[config.mk]
export PLATFORM = sky130hd
export DESIGN_NAME = mic_top
export DESIGN_NICKNAME = d
export VERILOG_FILES = /design/src/rtl/mic_pkg.sv /design/src/rtl/mic_top.sv
export VERILOG_INCLUDE_DIRS = /design/src /design/src/rtl
export SDC_FILE = /design/constraint.sdc
export NUM_CORES = 1
export LEC_CHECK = 0
export BUFFER_PORTS_ARGS = -buffer_cell sky130_fd_sc_hd__buf_2
export CORE_MARGIN = 3
export CORE_UTILIZATION = 51
export CTS_BUF_LIST = sky130_fd_sc_hd__clkbuf_8
export DETAILED_ROUTE_END_ITERATION = 7
export GPL_TIMING_DRIVEN = 0
export PLACE_DENSITY_LB_ADDON = 0.2
export SETUP_SLACK_MARGIN = 0.1
export SLEW_MARGIN = 25
export SYNTH_ARGS = -nofsm -noshare
export SYNTH_HDL_FRONTEND = slang
export SYNTH_SLANG_ARGS = --single-unit
[constraint.sdc]
create_clock -name mclk_i -period 5.2 [get_ports mclk_i]
set_input_delay 1.04 -clock mclk_i [delete_from_list [all_inputs] [get_ports mclk_i]]
set_output_delay 1.04 -clock mclk_i [all_outputs]
set_load 0.1 [all_outputs]
[src/rtl/mic_params.svh]
// Constants for the interrupt controller: register byte offsets,
// field positions, reset values, edge codes, vector addresses.
// Assumes a 200 MHz system clock and an 8-bit register map on AXI4-Lite.
// Summary of operation
// - Pulse-timer register: four match flags in bits 7..4, enables in 3..0
// - Second register: EEPROM flag 6, timer A/P flags 5,4; enables 2,1,0
// - Third register: audio-timer B/A/P flags 6..4, enables 2..0
// - Bits 7 and 3 of second and third registers read zero, ignore writes
// - A source event sets its flag regardless of any enable
// - A flag branches only when its enable is one; otherwise just stays set
// - Global enable at zero suppresses every interrupt branch
// - On entry push next-instruction address, then load the winning vector
// - Return-from-interrupt pops the saved address and resumes
// - Taking any interrupt clears the global enable; software may re-set it
// - Requests arriving while blocked still set and keep their flags
// - No interrupt is acknowledged while the return stack is full
// - Simultaneous enabled requests are served in fixed priority order
// - Any flag becoming set wakes the device from sleep or idle
// - Each external pin sets its flag on its selected transition type
// - Serving an external pin interrupt clears its flag and global enable
// - A/D completion sets its flag; branch needs global and A/D enables
// - Serving the A/D interrupt clears its flag and the global enable
// - Three group interrupts fed by timer-match and EEPROM member flags
// - Edge code 00 off, 01 rising, 10 falling, 11 both edges
// - Group flag sets when an enabled member flag becomes set
// - Group branch needs global, member and group enables, stack not full
// - Group service clears only the group flag, member flags stay set
`ifndef MIC_PARAMS_SVH
`define MIC_PARAMS_SVH

`define MIC_ADDR_GCTRL 8'h00
`define MIC_ADDR_EXT 8'h04
`define MIC_ADDR_EDGE 8'h08
`define MIC_ADDR_ADC 8'h0c
`define MIC_ADDR_GRP 8'h10
`define MIC_ADDR_PULSE_TIMER_MATCH_IRQ_CTRL 8'h14
`define MIC_ADDR_EEPROM_STD_TIMER_IRQ_CTRL 8'h18
`define MIC_ADDR_AUDIO_TIMER_MATCH_IRQ_CTRL 8'h1c
`define MIC_ADDR_STAT 8'h20

`define MIC_RESET_BYTE 8'h00
`define MIC_UNIMPL_MASK 8'h77

`define MIC_EDGE_OFF 2'b00
`define MIC_EDGE_RISE 2'b01
`define MIC_EDGE_FALL 2'b10
`define MIC_EDGE_BOTH 2'b11

`define MIC_RESP_OKAY 2'b00
`define MIC_RESP_DECERR 2'b11

// Priority index 0 is served first
`define MIC_SRC_EXT0 3'h0
`define MIC_SRC_EXT1 3'h1
`define MIC_SRC_ADC 3'h2
`define MIC_SRC_GRP0 3'h3
`define MIC_SRC_GRP1 3'h4
`define MIC_SRC_GRP2 3'h5
`define MIC_SRC_EXT2 3'h6
`define MIC_SRC_EXT3 3'h7

`define MIC_VEC_EXT0 13'h0004
`define MIC_VEC_EXT1 13'h0008
`define MIC_VEC_ADC 13'h000c
`define MIC_VEC_GRP0 13'h0010
`define MIC_VEC_GRP1 13'h0014
`define MIC_VEC_GRP2 13'h0018
`define MIC_VEC_EXT2 13'h001c
`define MIC_VEC_EXT3 13'h0020

`endif

[src/rtl/mic_pkg.sv]
// Types for the interrupt controller: sequencer phases, event carrier
// and the whole register state of the controller as one struct.
// Assumes mic_params.svh is included by the design file.
package mic_pkg;

    typedef enum logic [1:0] {
        MIC_PH_IDLE,
        MIC_PH_PUSH,
        MIC_PH_LOAD
    } mic_phase_type;

    // One-cycle event pulses from on-chip sources, same clock
    typedef struct packed {
        logic [3:0] ptimer;
        logic [1:0] stimer;
        logic eeprom_done;
        logic [2:0] atimer;
        logic adc_done;
    } mic_evt_type;

    typedef struct packed {
        logic global_irq_en;
        logic [3:0] ext_pin_irq_flags;
        logic [3:0] ext_pin_irq_enables;
        logic [7:0] ext_edge_select_reg;
        logic adc_done_flag;
        logic adc_done_en;
        logic [2:0] group_irq_flag;
        logic [2:0] group_irq_en;
        logic [2:0] group_term;
        logic [3:0] pt_flag;
        logic [3:0] pt_en;
        logic [2:0] st_flag;
        logic [2:0] st_en;
        logic [2:0] at_flag;
        logic [2:0] at_en;
        logic [3:0] pin_s1;
        logic [3:0] pin_s2;
        logic [3:0] pin_q;
        mic_phase_type phase;
        logic [2:0] win;
        logic [12:0] push_data;
        logic [12:0] vector;
        logic push;
        logic load;
        logic pop;
        logic wake;
        logic aw_full;
        logic [7:0] awaddr;
        logic w_full;
        logic [7:0] wdata;
        logic wstrb0;
        logic bvalid;
        logic [1:0] bresp;
        logic rvalid;
        logic [7:0] rdata;
        logic [1:0] rresp;
    } mic_state_type;

endpackage : mic_pkg

[src/rtl/mic_top.sv]
// Interrupt controller: flags, enables, edge detect, priority and the
// push/load sequence toward the core, registers on AXI4-Lite.
// Assumes core strobes and event pulses run on mclk_i; pins are async.
//
// Our own choices: the placing of the registers and register access over AXI4-Lite.
`timescale 1ns/1ps
`default_nettype none
`include "mic_params.svh"

module mic_top
    import mic_pkg::*;
(
    input wire logic mclk_i,
    input wire logic reset_i,
    input wire logic [7:0] s_axi_awaddr_i,
    input wire logic s_axi_awvalid_i,
    output logic s_axi_awready_o,
    input wire logic [31:0] s_axi_wdata_i,
    input wire logic [3:0] s_axi_wstrb_i,
    input wire logic s_axi_wvalid_i,
    output logic s_axi_wready_o,
    output logic [1:0] s_axi_bresp_o,
    output logic s_axi_bvalid_o,
    input wire logic s_axi_bready_i,
    input wire logic [7:0] s_axi_araddr_i,
    input wire logic s_axi_arvalid_i,
    output logic s_axi_arready_o,
    output logic [31:0] s_axi_rdata_o,
    output logic [1:0] s_axi_rresp_o,
    output logic s_axi_rvalid_o,
    input wire logic s_axi_rready_i,
    input wire mic_evt_type evt_i,
    input wire logic [3:0] ext_irq_pins_i,
    input wire logic boundary_i,
    input wire logic stack_full_i,
    input wire logic [12:0] next_pc_i,
    input wire logic return_from_irq_instr_i,
    output logic push_o,
    output logic [12:0] push_pc_o,
    output logic load_pc_o,
    output logic [12:0] pc_vector_o,
    output logic pop_o,
    output logic wake_o,
    output logic irq_pending_o
);

    // ==========================================================
    // State
    // ==========================================================
    mic_state_type st;
    mic_state_type next_st;

    logic [7:0] pend;
    logic [2:0] winner;
    logic take;
    logic wr_go;
    logic [3:0] rise;
    logic [3:0] fall;
    logic [3:0] hit;
    logic [2:0] term;
    logic [7:0] rd_val;
    logic rd_hit;
    logic [12:0] vec_sel;
    logic [31:0] all_now;
    logic [31:0] all_next;

    // ==========================================================
    // Pending requests and priority
    // ==========================================================
    always_comb begin
        pend = 8'h00;
        pend[`MIC_SRC_EXT0] = st.ext_pin_irq_flags[0] & st.ext_pin_irq_enables[0];
        pend[`MIC_SRC_EXT1] = st.ext_pin_irq_flags[1] & st.ext_pin_irq_enables[1];
        pend[`MIC_SRC_ADC] = st.adc_done_flag & st.adc_done_en;
        pend[`MIC_SRC_GRP0] = st.group_irq_flag[0] & st.group_irq_en[0];
        pend[`MIC_SRC_GRP1] = st.group_irq_flag[1] & st.group_irq_en[1];
        pend[`MIC_SRC_GRP2] = st.group_irq_flag[2] & st.group_irq_en[2];
        pend[`MIC_SRC_EXT2] = st.ext_pin_irq_flags[2] & st.ext_pin_irq_enables[2];
        pend[`MIC_SRC_EXT3] = st.ext_pin_irq_flags[3] & st.ext_pin_irq_enables[3];
    end

    // Lowest index wins; scanning downward leaves the last hit
    always_comb begin
        winner = 3'h0;
        for (int i = 7; i >= 0; i--) begin
            if (pend[i]) begin
                winner = 3'(i);
            end
        end
    end

    always_comb begin
        case (st.win)
            `MIC_SRC_EXT0: vec_sel = `MIC_VEC_EXT0;
            `MIC_SRC_EXT1: vec_sel = `MIC_VEC_EXT1;
            `MIC_SRC_ADC: vec_sel = `MIC_VEC_ADC;
            `MIC_SRC_GRP0: vec_sel = `MIC_VEC_GRP0;
            `MIC_SRC_GRP1: vec_sel = `MIC_VEC_GRP1;
            `MIC_SRC_GRP2: vec_sel = `MIC_VEC_GRP2;
            `MIC_SRC_EXT2: vec_sel = `MIC_VEC_EXT2;
            default: vec_sel = `MIC_VEC_EXT3;
        endcase
    end

    // Stack full holds off acknowledge but never touches the flags
    assign take = (st.phase == MIC_PH_IDLE) && boundary_i && !stack_full_i
        && st.global_irq_en && (|pend);

    // ==========================================================
    // Edge detection on synchronised pins
    // ==========================================================
    assign rise = st.pin_s2 & ~st.pin_q;
    assign fall = ~st.pin_s2 & st.pin_q;

    always_comb begin
        for (int i = 0; i < 4; i++) begin
            case (st.ext_edge_select_reg[2*i +: 2])
                `MIC_EDGE_RISE: hit[i] = rise[i];
                `MIC_EDGE_FALL: hit[i] = fall[i];
                `MIC_EDGE_BOTH: hit[i] = rise[i] | fall[i];
                default: hit[i] = 1'b0;
            endcase
        end
    end

    // Group term is any enabled member; its rising edge sets the group
    assign term[0] = |(st.pt_flag & st.pt_en);
    assign term[1] = |(st.st_flag & st.st_en);
    assign term[2] = |(st.at_flag & st.at_en);

    // ==========================================================
    // Register read mux
    // ==========================================================
    always_comb begin
        rd_hit = 1'b1;
        case (s_axi_araddr_i)
            `MIC_ADDR_GCTRL: rd_val = {7'h00, st.global_irq_en};
            `MIC_ADDR_EXT: rd_val = {st.ext_pin_irq_flags, st.ext_pin_irq_enables};
            `MIC_ADDR_EDGE: rd_val = st.ext_edge_select_reg;
            `MIC_ADDR_ADC: rd_val = {6'h00, st.adc_done_flag, st.adc_done_en};
            `MIC_ADDR_GRP: rd_val = {1'b0, st.group_irq_flag, 1'b0, st.group_irq_en};
            `MIC_ADDR_PULSE_TIMER_MATCH_IRQ_CTRL: rd_val = {st.pt_flag, st.pt_en};
            `MIC_ADDR_EEPROM_STD_TIMER_IRQ_CTRL: rd_val = {1'b0, st.st_flag, 1'b0, st.st_en};
            `MIC_ADDR_AUDIO_TIMER_MATCH_IRQ_CTRL: rd_val = {1'b0, st.at_flag, 1'b0, st.at_en};
            `MIC_ADDR_STAT: rd_val = {5'h00, (st.phase != MIC_PH_IDLE), (|pend), stack_full_i};
            default: begin
                rd_val = `MIC_RESET_BYTE;
                rd_hit = 1'b0;
            end
        endcase
    end

    // ==========================================================
    // Next state
    // ==========================================================
    assign wr_go = st.aw_full && st.w_full && !st.bvalid;

    always_comb begin
        next_st = st;
        next_st.push = 1'b0;
        next_st.load = 1'b0;
        next_st.pop = return_from_irq_instr_i;
        next_st.pin_s1 = ext_irq_pins_i;
        next_st.pin_s2 = st.pin_s1;
        next_st.pin_q = st.pin_s2;

        // Bus write: address and data taken in either order
        if (!st.aw_full && s_axi_awvalid_i) begin
            next_st.aw_full = 1'b1;
            next_st.awaddr = s_axi_awaddr_i;
        end
        if (!st.w_full && s_axi_wvalid_i) begin
            next_st.w_full = 1'b1;
            next_st.wdata = s_axi_wdata_i[7:0];
            next_st.wstrb0 = s_axi_wstrb_i[0];
        end
        if (st.bvalid && s_axi_bready_i) begin
            next_st.bvalid = 1'b0;
        end
        if (wr_go) begin
            next_st.aw_full = 1'b0;
            next_st.w_full = 1'b0;
            next_st.bvalid = 1'b1;
            next_st.bresp = `MIC_RESP_OKAY;
            case (st.awaddr)
                `MIC_ADDR_GCTRL: begin
                    if (st.wstrb0) next_st.global_irq_en = st.wdata[0];
                end
                `MIC_ADDR_EXT: begin
                    if (st.wstrb0) begin
                        next_st.ext_pin_irq_flags = st.wdata[7:4];
                        next_st.ext_pin_irq_enables = st.wdata[3:0];
                    end
                end
                `MIC_ADDR_EDGE: begin
                    if (st.wstrb0) next_st.ext_edge_select_reg = st.wdata;
                end
                `MIC_ADDR_ADC: begin
                    if (st.wstrb0) begin
                        next_st.adc_done_flag = st.wdata[1];
                        next_st.adc_done_en = st.wdata[0];
                    end
                end
                `MIC_ADDR_GRP: begin
                    if (st.wstrb0) begin
                        next_st.group_irq_flag = st.wdata[6:4];
                        next_st.group_irq_en = st.wdata[2:0];
                    end
                end
                `MIC_ADDR_PULSE_TIMER_MATCH_IRQ_CTRL: begin
                    if (st.wstrb0) begin
                        next_st.pt_flag = st.wdata[7:4];
                        next_st.pt_en = st.wdata[3:0];
                    end
                end
                `MIC_ADDR_EEPROM_STD_TIMER_IRQ_CTRL: begin
                    if (st.wstrb0) begin
                        next_st.st_flag = st.wdata[6:4];
                        next_st.st_en = st.wdata[2:0];
                    end
                end
                `MIC_ADDR_AUDIO_TIMER_MATCH_IRQ_CTRL: begin
                    if (st.wstrb0) begin
                        next_st.at_flag = st.wdata[6:4];
                        next_st.at_en = st.wdata[2:0];
                    end
                end
                `MIC_ADDR_STAT: begin
                    next_st.bresp = `MIC_RESP_OKAY;
                end
                default: begin
                    next_st.bresp = `MIC_RESP_DECERR;
                end
            endcase
        end

        // Bus read
        if (!st.rvalid && s_axi_arvalid_i) begin
            next_st.rvalid = 1'b1;
            next_st.rdata = rd_val;
            next_st.rresp = rd_hit ? `MIC_RESP_OKAY : `MIC_RESP_DECERR;
        end else if (st.rvalid && s_axi_rready_i) begin
            next_st.rvalid = 1'b0;
        end

        // Entry sequence: take, push, load; service clears beat a write
        case (st.phase)
            MIC_PH_IDLE: begin
                if (take) begin
                    next_st.phase = MIC_PH_PUSH;
                    next_st.win = winner;
                    next_st.global_irq_en = 1'b0;
                    next_st.push = 1'b1;
                    next_st.push_data = next_pc_i;
                    case (winner)
                        `MIC_SRC_EXT0: next_st.ext_pin_irq_flags[0] = 1'b0;
                        `MIC_SRC_EXT1: next_st.ext_pin_irq_flags[1] = 1'b0;
                        `MIC_SRC_ADC: next_st.adc_done_flag = 1'b0;
                        `MIC_SRC_GRP0: next_st.group_irq_flag[0] = 1'b0;
                        `MIC_SRC_GRP1: next_st.group_irq_flag[1] = 1'b0;
                        `MIC_SRC_GRP2: next_st.group_irq_flag[2] = 1'b0;
                        `MIC_SRC_EXT2: next_st.ext_pin_irq_flags[2] = 1'b0;
                        default: next_st.ext_pin_irq_flags[3] = 1'b0;
                    endcase
                end
            end
            MIC_PH_PUSH: begin
                next_st.phase = MIC_PH_LOAD;
                next_st.load = 1'b1;
                next_st.vector = vec_sel;
            end
            MIC_PH_LOAD: begin
                next_st.phase = MIC_PH_IDLE;
            end
            default: begin
                next_st.phase = MIC_PH_IDLE;
            end
        endcase

        // Hardware sets come last so an event is never lost to a clear
        next_st.ext_pin_irq_flags = next_st.ext_pin_irq_flags | hit;
        next_st.adc_done_flag = next_st.adc_done_flag | evt_i.adc_done;
        next_st.pt_flag = next_st.pt_flag | evt_i.ptimer;
        next_st.st_flag = next_st.st_flag | {evt_i.eeprom_done, evt_i.stimer};
        next_st.at_flag = next_st.at_flag | evt_i.atimer;
        next_st.group_term = term;
        next_st.group_irq_flag = next_st.group_irq_flag | (term & ~st.group_term);

        // Wake on any flag going from clear to set
        all_next = {14'h0000, next_st.ext_pin_irq_flags, next_st.adc_done_flag,
            next_st.group_irq_flag, next_st.pt_flag, next_st.st_flag, next_st.at_flag};
        next_st.wake = |(all_next & ~all_now);
    end

    assign all_now = {14'h0000, st.ext_pin_irq_flags, st.adc_done_flag,
        st.group_irq_flag, st.pt_flag, st.st_flag, st.at_flag};

    // ==========================================================
    // Register
    // ==========================================================
    always_ff @(posedge mclk_i or posedge reset_i) begin
        if (reset_i) begin
            st <= '0;
            st.phase <= MIC_PH_IDLE;
        end else begin
            st <= next_st;
        end
    end

    // ==========================================================
    // Outputs
    // ==========================================================
    assign s_axi_awready_o = !st.aw_full;
    assign s_axi_wready_o = !st.w_full;
    assign s_axi_bvalid_o = st.bvalid;
    assign s_axi_bresp_o = st.bresp;
    assign s_axi_arready_o = !st.rvalid;
    assign s_axi_rvalid_o = st.rvalid;
    assign s_axi_rresp_o = st.rresp;
    assign s_axi_rdata_o = {24'h000000, st.rdata};
    assign push_o = st.push;
    assign push_pc_o = st.push_data;
    assign load_pc_o = st.load;
    assign pc_vector_o = st.vector;
    assign pop_o = st.pop;
    assign wake_o = st.wake;
    assign irq_pending_o = st.global_irq_en && (|pend);

    // ==========================================================
    // Assertions
    // ==========================================================
    gie_gates_entry_a: assert property (@(posedge mclk_i) disable iff (reset_i)
        (st.phase == MIC_PH_PUSH) |-> $past(st.global_irq_en))
        else $error("entry taken with global enable clear");

    entry_clears_gie_a: assert property (@(posedge mclk_i) disable iff (reset_i)
        (st.phase == MIC_PH_IDLE && take) |=> !st.global_irq_en)
        else $error("global enable not cleared on entry");

    stack_full_hold_a: assert property (@(posedge mclk_i) disable iff (reset_i)
        (st.phase == MIC_PH_IDLE && stack_full_i) |=> (st.phase == MIC_PH_IDLE))
        else $error("interrupt taken with full stack");

    push_then_load_a: assert property (@(posedge mclk_i) disable iff (reset_i)
        push_o |=> load_pc_o ##1 !load_pc_o)
        else $error("vector load does not follow push");

    vector_matches_a: assert property (@(posedge mclk_i) disable iff (reset_i)
        load_pc_o |-> (pc_vector_o == vec_sel))
        else $error("vector does not match winner");

    adc_event_flag_a: assert property (@(posedge mclk_i) disable iff (reset_i)
        evt_i.adc_done |=> st.adc_done_flag)
        else $error("A/D event lost");

    ext_rise_flag_a: assert property (@(posedge mclk_i) disable iff (reset_i)
        (rise[0] && st.ext_edge_select_reg[1:0] == `MIC_EDGE_RISE) |=> st.ext_pin_irq_flags[0])
        else $error("rising edge did not set pin flag");

    unimpl_zero_a: assert property (@(posedge mclk_i) disable iff (reset_i)
        (s_axi_arvalid_i && !st.rvalid && s_axi_araddr_i == `MIC_ADDR_AUDIO_TIMER_MATCH_IRQ_CTRL)
        |=> ((s_axi_rdata_o[7:0] & ~`MIC_UNIMPL_MASK) == 8'h00))
        else $error("unimplemented bits read nonzero");

    flag_wakes_a: assert property (@(posedge mclk_i) disable iff (reset_i)
        $rose(st.adc_done_flag) |-> wake_o)
        else $error("flag set without wake");

    group_keeps_member_a: assert property (@(posedge mclk_i) disable iff (reset_i)
        (take && winner == `MIC_SRC_GRP0 && !wr_go && !(|evt_i.ptimer))
        |=> (st.pt_flag == $past(st.pt_flag)))
        else $error("group service cleared member flags");

endmodule : mic_top
`default_nettype wire

==> flow_summary.yaml <==
drt:
  via_per_inst: 5.311
  top_layer: "met4"
  wl_met2_um: 6938
  route.met3.wl_um: 1066
  vias: 4684
  remaining_drc_errors: 0
  met1Wirelength_um: 6399
  drt_wl_total_um: 14710
  post_drt_wl_per_cell_um: 16.68
  ant_nets: 0
  drtIter0Drc: 293
  drt_pre_antenna_iters: 5
timing:
  rsz0062_at_grt: "no"
  fin_crit_sh: 0.6317
  worst_pin_slew_ps: 727.5
  worst_slack_ps: 1915
  skew_ps: 6.203
  holdWs_ps: 348.2
  hold_violations: 0
  fin_crit_ps: 3285
  drv_slew: 0
  slew-limit-headroom: 0.5150
  fmax_ghz: 0.3044
  setup_viol: 0
logic_synthesis:
  syn_area_mm2: 0.006115
  syn_inst: 577
  synth_top_area_share: 0.4788
  synth_seq_cells: 117
  synth_area_leaders: "dfrtp_1 48%, buf_4 8.0%, mux2_2 7.9%"
  synth_enable_flop_cells: 0
  yosys.cell_types.count: 64
  synth_top_cell_by_area: "dfrtp_1"
  yosys_warnings: 0
  async_flop_share: 1.000
  syn_avg_cell_area_um2: 10.60
  ys_seq_area_frac: 0.4788
  ys.flop_type: "dfrtp_1"
hold_path:
  hp-start: "next_st[74]$_DFF_PP0_"
  hold_class: "flop to flop"
  whs_endpoint: "next_st[70]$_DFF_PP0_"
  min_path_cells: 0
critical_path:
  start_kind: "flop"
  end_kind: "primary output"
  r2r-end: "all_now[14]$_DFF_PP0_"
  worstSetupPathType: "flop to primary output"
  r2r_cells: 6
  timing.rr.start: "st[29]$_DFFE_PP0P_"
  cp_data_arrival_time_ps: 2240
  crit_required_ps: 4160
  critPathMaxFanout: 7
  r2r_slack_ps: 3060
power:
  p_clk_frac: 0.194
  irDropWorstVdd_mv: 0.4099
  power_frac_comb: 0.449
  switching_share: 0.4754
  p_leak_nw: 3.631
  internal_power_mw: 2.077
  p_sw_mw: 1.883
  power.density_mw_per_mm2: 542.1
  sequentialPowerShare: 0.357
floorplanning:
  die_w_um: 115.5
  start_util: 0.5287
  rows: 39
  dieArea_mm2: 0.01334
  coreArea_mm2: 0.01156
  io_pins: 162
  die_h_um: 115.5
clock_network:
  root_buffer: "clkbuf_8"
  cts_buffer_depth: 2
  cts_resized: 0
  cts_tree: "yes"
  cts_max_level: 4
  path_clk_slew_ps: 60
  cts_buffers: 17
  cts_setup_buffers: 0
  clock_sinks: 117
  hold_buffers: 0
  clk_latency_ps: 430
cells_and_area:
  drive_gt1_frac: 0.3572
  nNetsFinal: 828
  final_common_cell: "dfrtp_1"
  final_cell_mix: "117 x dfrtp_1, 107 x buf_2, 65 x buf_4"
  diodes: 0
  area_delta_synth_final_pct: 19.48
  fin_area_mm2: 0.007306
  final_cells: 882
global_routing:
  grt_max_degree: 73
  grt_overflow_total: 0
  grt_pass1_wl_um: 23710
  grt_pass1_vias: 4567
  grt.total_usage: 0.2350
  antenna_found_initial: 0
placed_design:
  place_ws_ps: 2380
  dpl.cell_count: 854
  portBuffers: 101
  placed_area_mm2: 0.006952
  dp_hpwl_um: 11060
  gp_congestion: 0.9082
flow_run:
  drv_cap: 0
outcome:
  status: "completed"
[power by group through the flow]
stage / Combinational, mW / Clock [mW] / Sequential, mW
2_1_floorplan: 1.47 / 0 / 1.39
3_3_place_gp: 1.76 / 0 / 1.41
3_5_place_dp: 1.78 / 0 / 1.43
4_1_cts: 1.79 / 0.782 / 1.41
5_1_grt: 1.88 / 0.827 / 1.45
6_report: 1.78 / 0.769 / 1.41
[sequential cells by signal, indices dropped and copies added (netlist names)]
| register | cells |
|---|---|
| st | 58 |
| all_now | 18 |
| push_pc_o | 13 |
| next_st | 8 |
| s_axi_rdata_o | 8 |
| pc_vector_o | 4 |
| load_pc_o | 1 |
| pop_o | 1 |
| push_o | 1 |
| s_axi_bresp_o | 1 |
| s_axi_bvalid_o | 1 |
| s_axi_rresp_o | 1 |
| s_axi_rvalid_o | 1 |
| wake_o | 1 |
[layer usage]
metal  track usage  vias to the layer above
met5             0                        -
met4        0.1002                        0
met3       0.06423                       26
met2        0.3642                      192
met1        0.3128                     2216
li1              -                     2250
[how the worst max path moves through the flow]
| stage | endpoint | from | slack [ps] | depth (start not counted) |
|---|---|---|---|---|
| global placement | st[17]$_DFFE_PP0P_ | reset_i | -240 | 2 |
| finish | irq_pending_o | all_now[15]$_DFF_PP0_ | 1920 | 5 |
| detailed placement | irq_pending_o | all_now[15]$_DFF_PP0_ | 2380 | 5 |
| floorplan | all_now[0]$_DFF_PP0_ | reset_i | 1060 | 1 |
| global route | irq_pending_o | all_now[15]$_DFF_PP0_ | 1790 | 5 |
| CTS | irq_pending_o | all_now[15]$_DFF_PP0_ | 1900 | 5 |
[cell type report]
class / count / area [um2]
buffer: 80 / 559.3
clock buffer: 19 / 261.5
clock inverter: 9 / 92.59
fill: 1013 / 4259
inverter: 39 / 151.4
multi-input combinational: 373 / 2601
sequential: 117 / 2928
tap: 143 / 178.9
timing repair buffer: 102 / 533.0
[critical path: stages (launching register included)]
cell      delay, ps
dfrtp_1         490
a22o_1          330
nand2b_4        180
nor3_4          300
and2b_1         220
buf_2           280
[kinds of logic (layout without fill, tap and decap cells)]
kind of cell               count (synthesis)  after routing  share of synthesized area
other                                      1             33                  0.0006133
and+or+nand+nor                          154            154                     0.1308
buffers and inverters                    119            249                     0.1154
xor gates and xnor gates                   2              2                   0.002865
DFF                                      117            117                     0.4788
muxes                                     74             74                     0.1402
adders and majority gates                  8              8                    0.01637
AOI/OAI and AO/OA                        102            102                     0.1150
[metrics by stage]
step	setup TNS, ps	power (mW)	utilization
after floorplan	0	2.858	-
after global placement	-27230	3.171	0.5983
after detailed placement	0	3.209	0.6011
after CTS	0	3.979	0.6317
after global routing	0	4.157	0.6317
final	0	3.960	0.6317
[cells in the mapped netlist (3+ instances only)]
library cell,instances
dfrtp_1,117
buf_4,65
nor2_1,47
mux2_2,43
nand2_1,39
inv_1,38
a21oi_1,21
mux2i_1,20
o21ai_0,20
mux2_4,10
nand3_1,10
nor3_1,10
o22ai_1,10
ha_1,8
nand4_1,8
nor2b_1,8
a211o_1,7
a31oi_1,7
clkbuf_1,7
buf_2,6
nand2b_1,6
nor4_1,6
a222oi_1,4
a22oi_1,4
a32oi_1,4
a22o_1,3
and4_1,3
No activity file was read; power rests on OpenSTA's default activity.
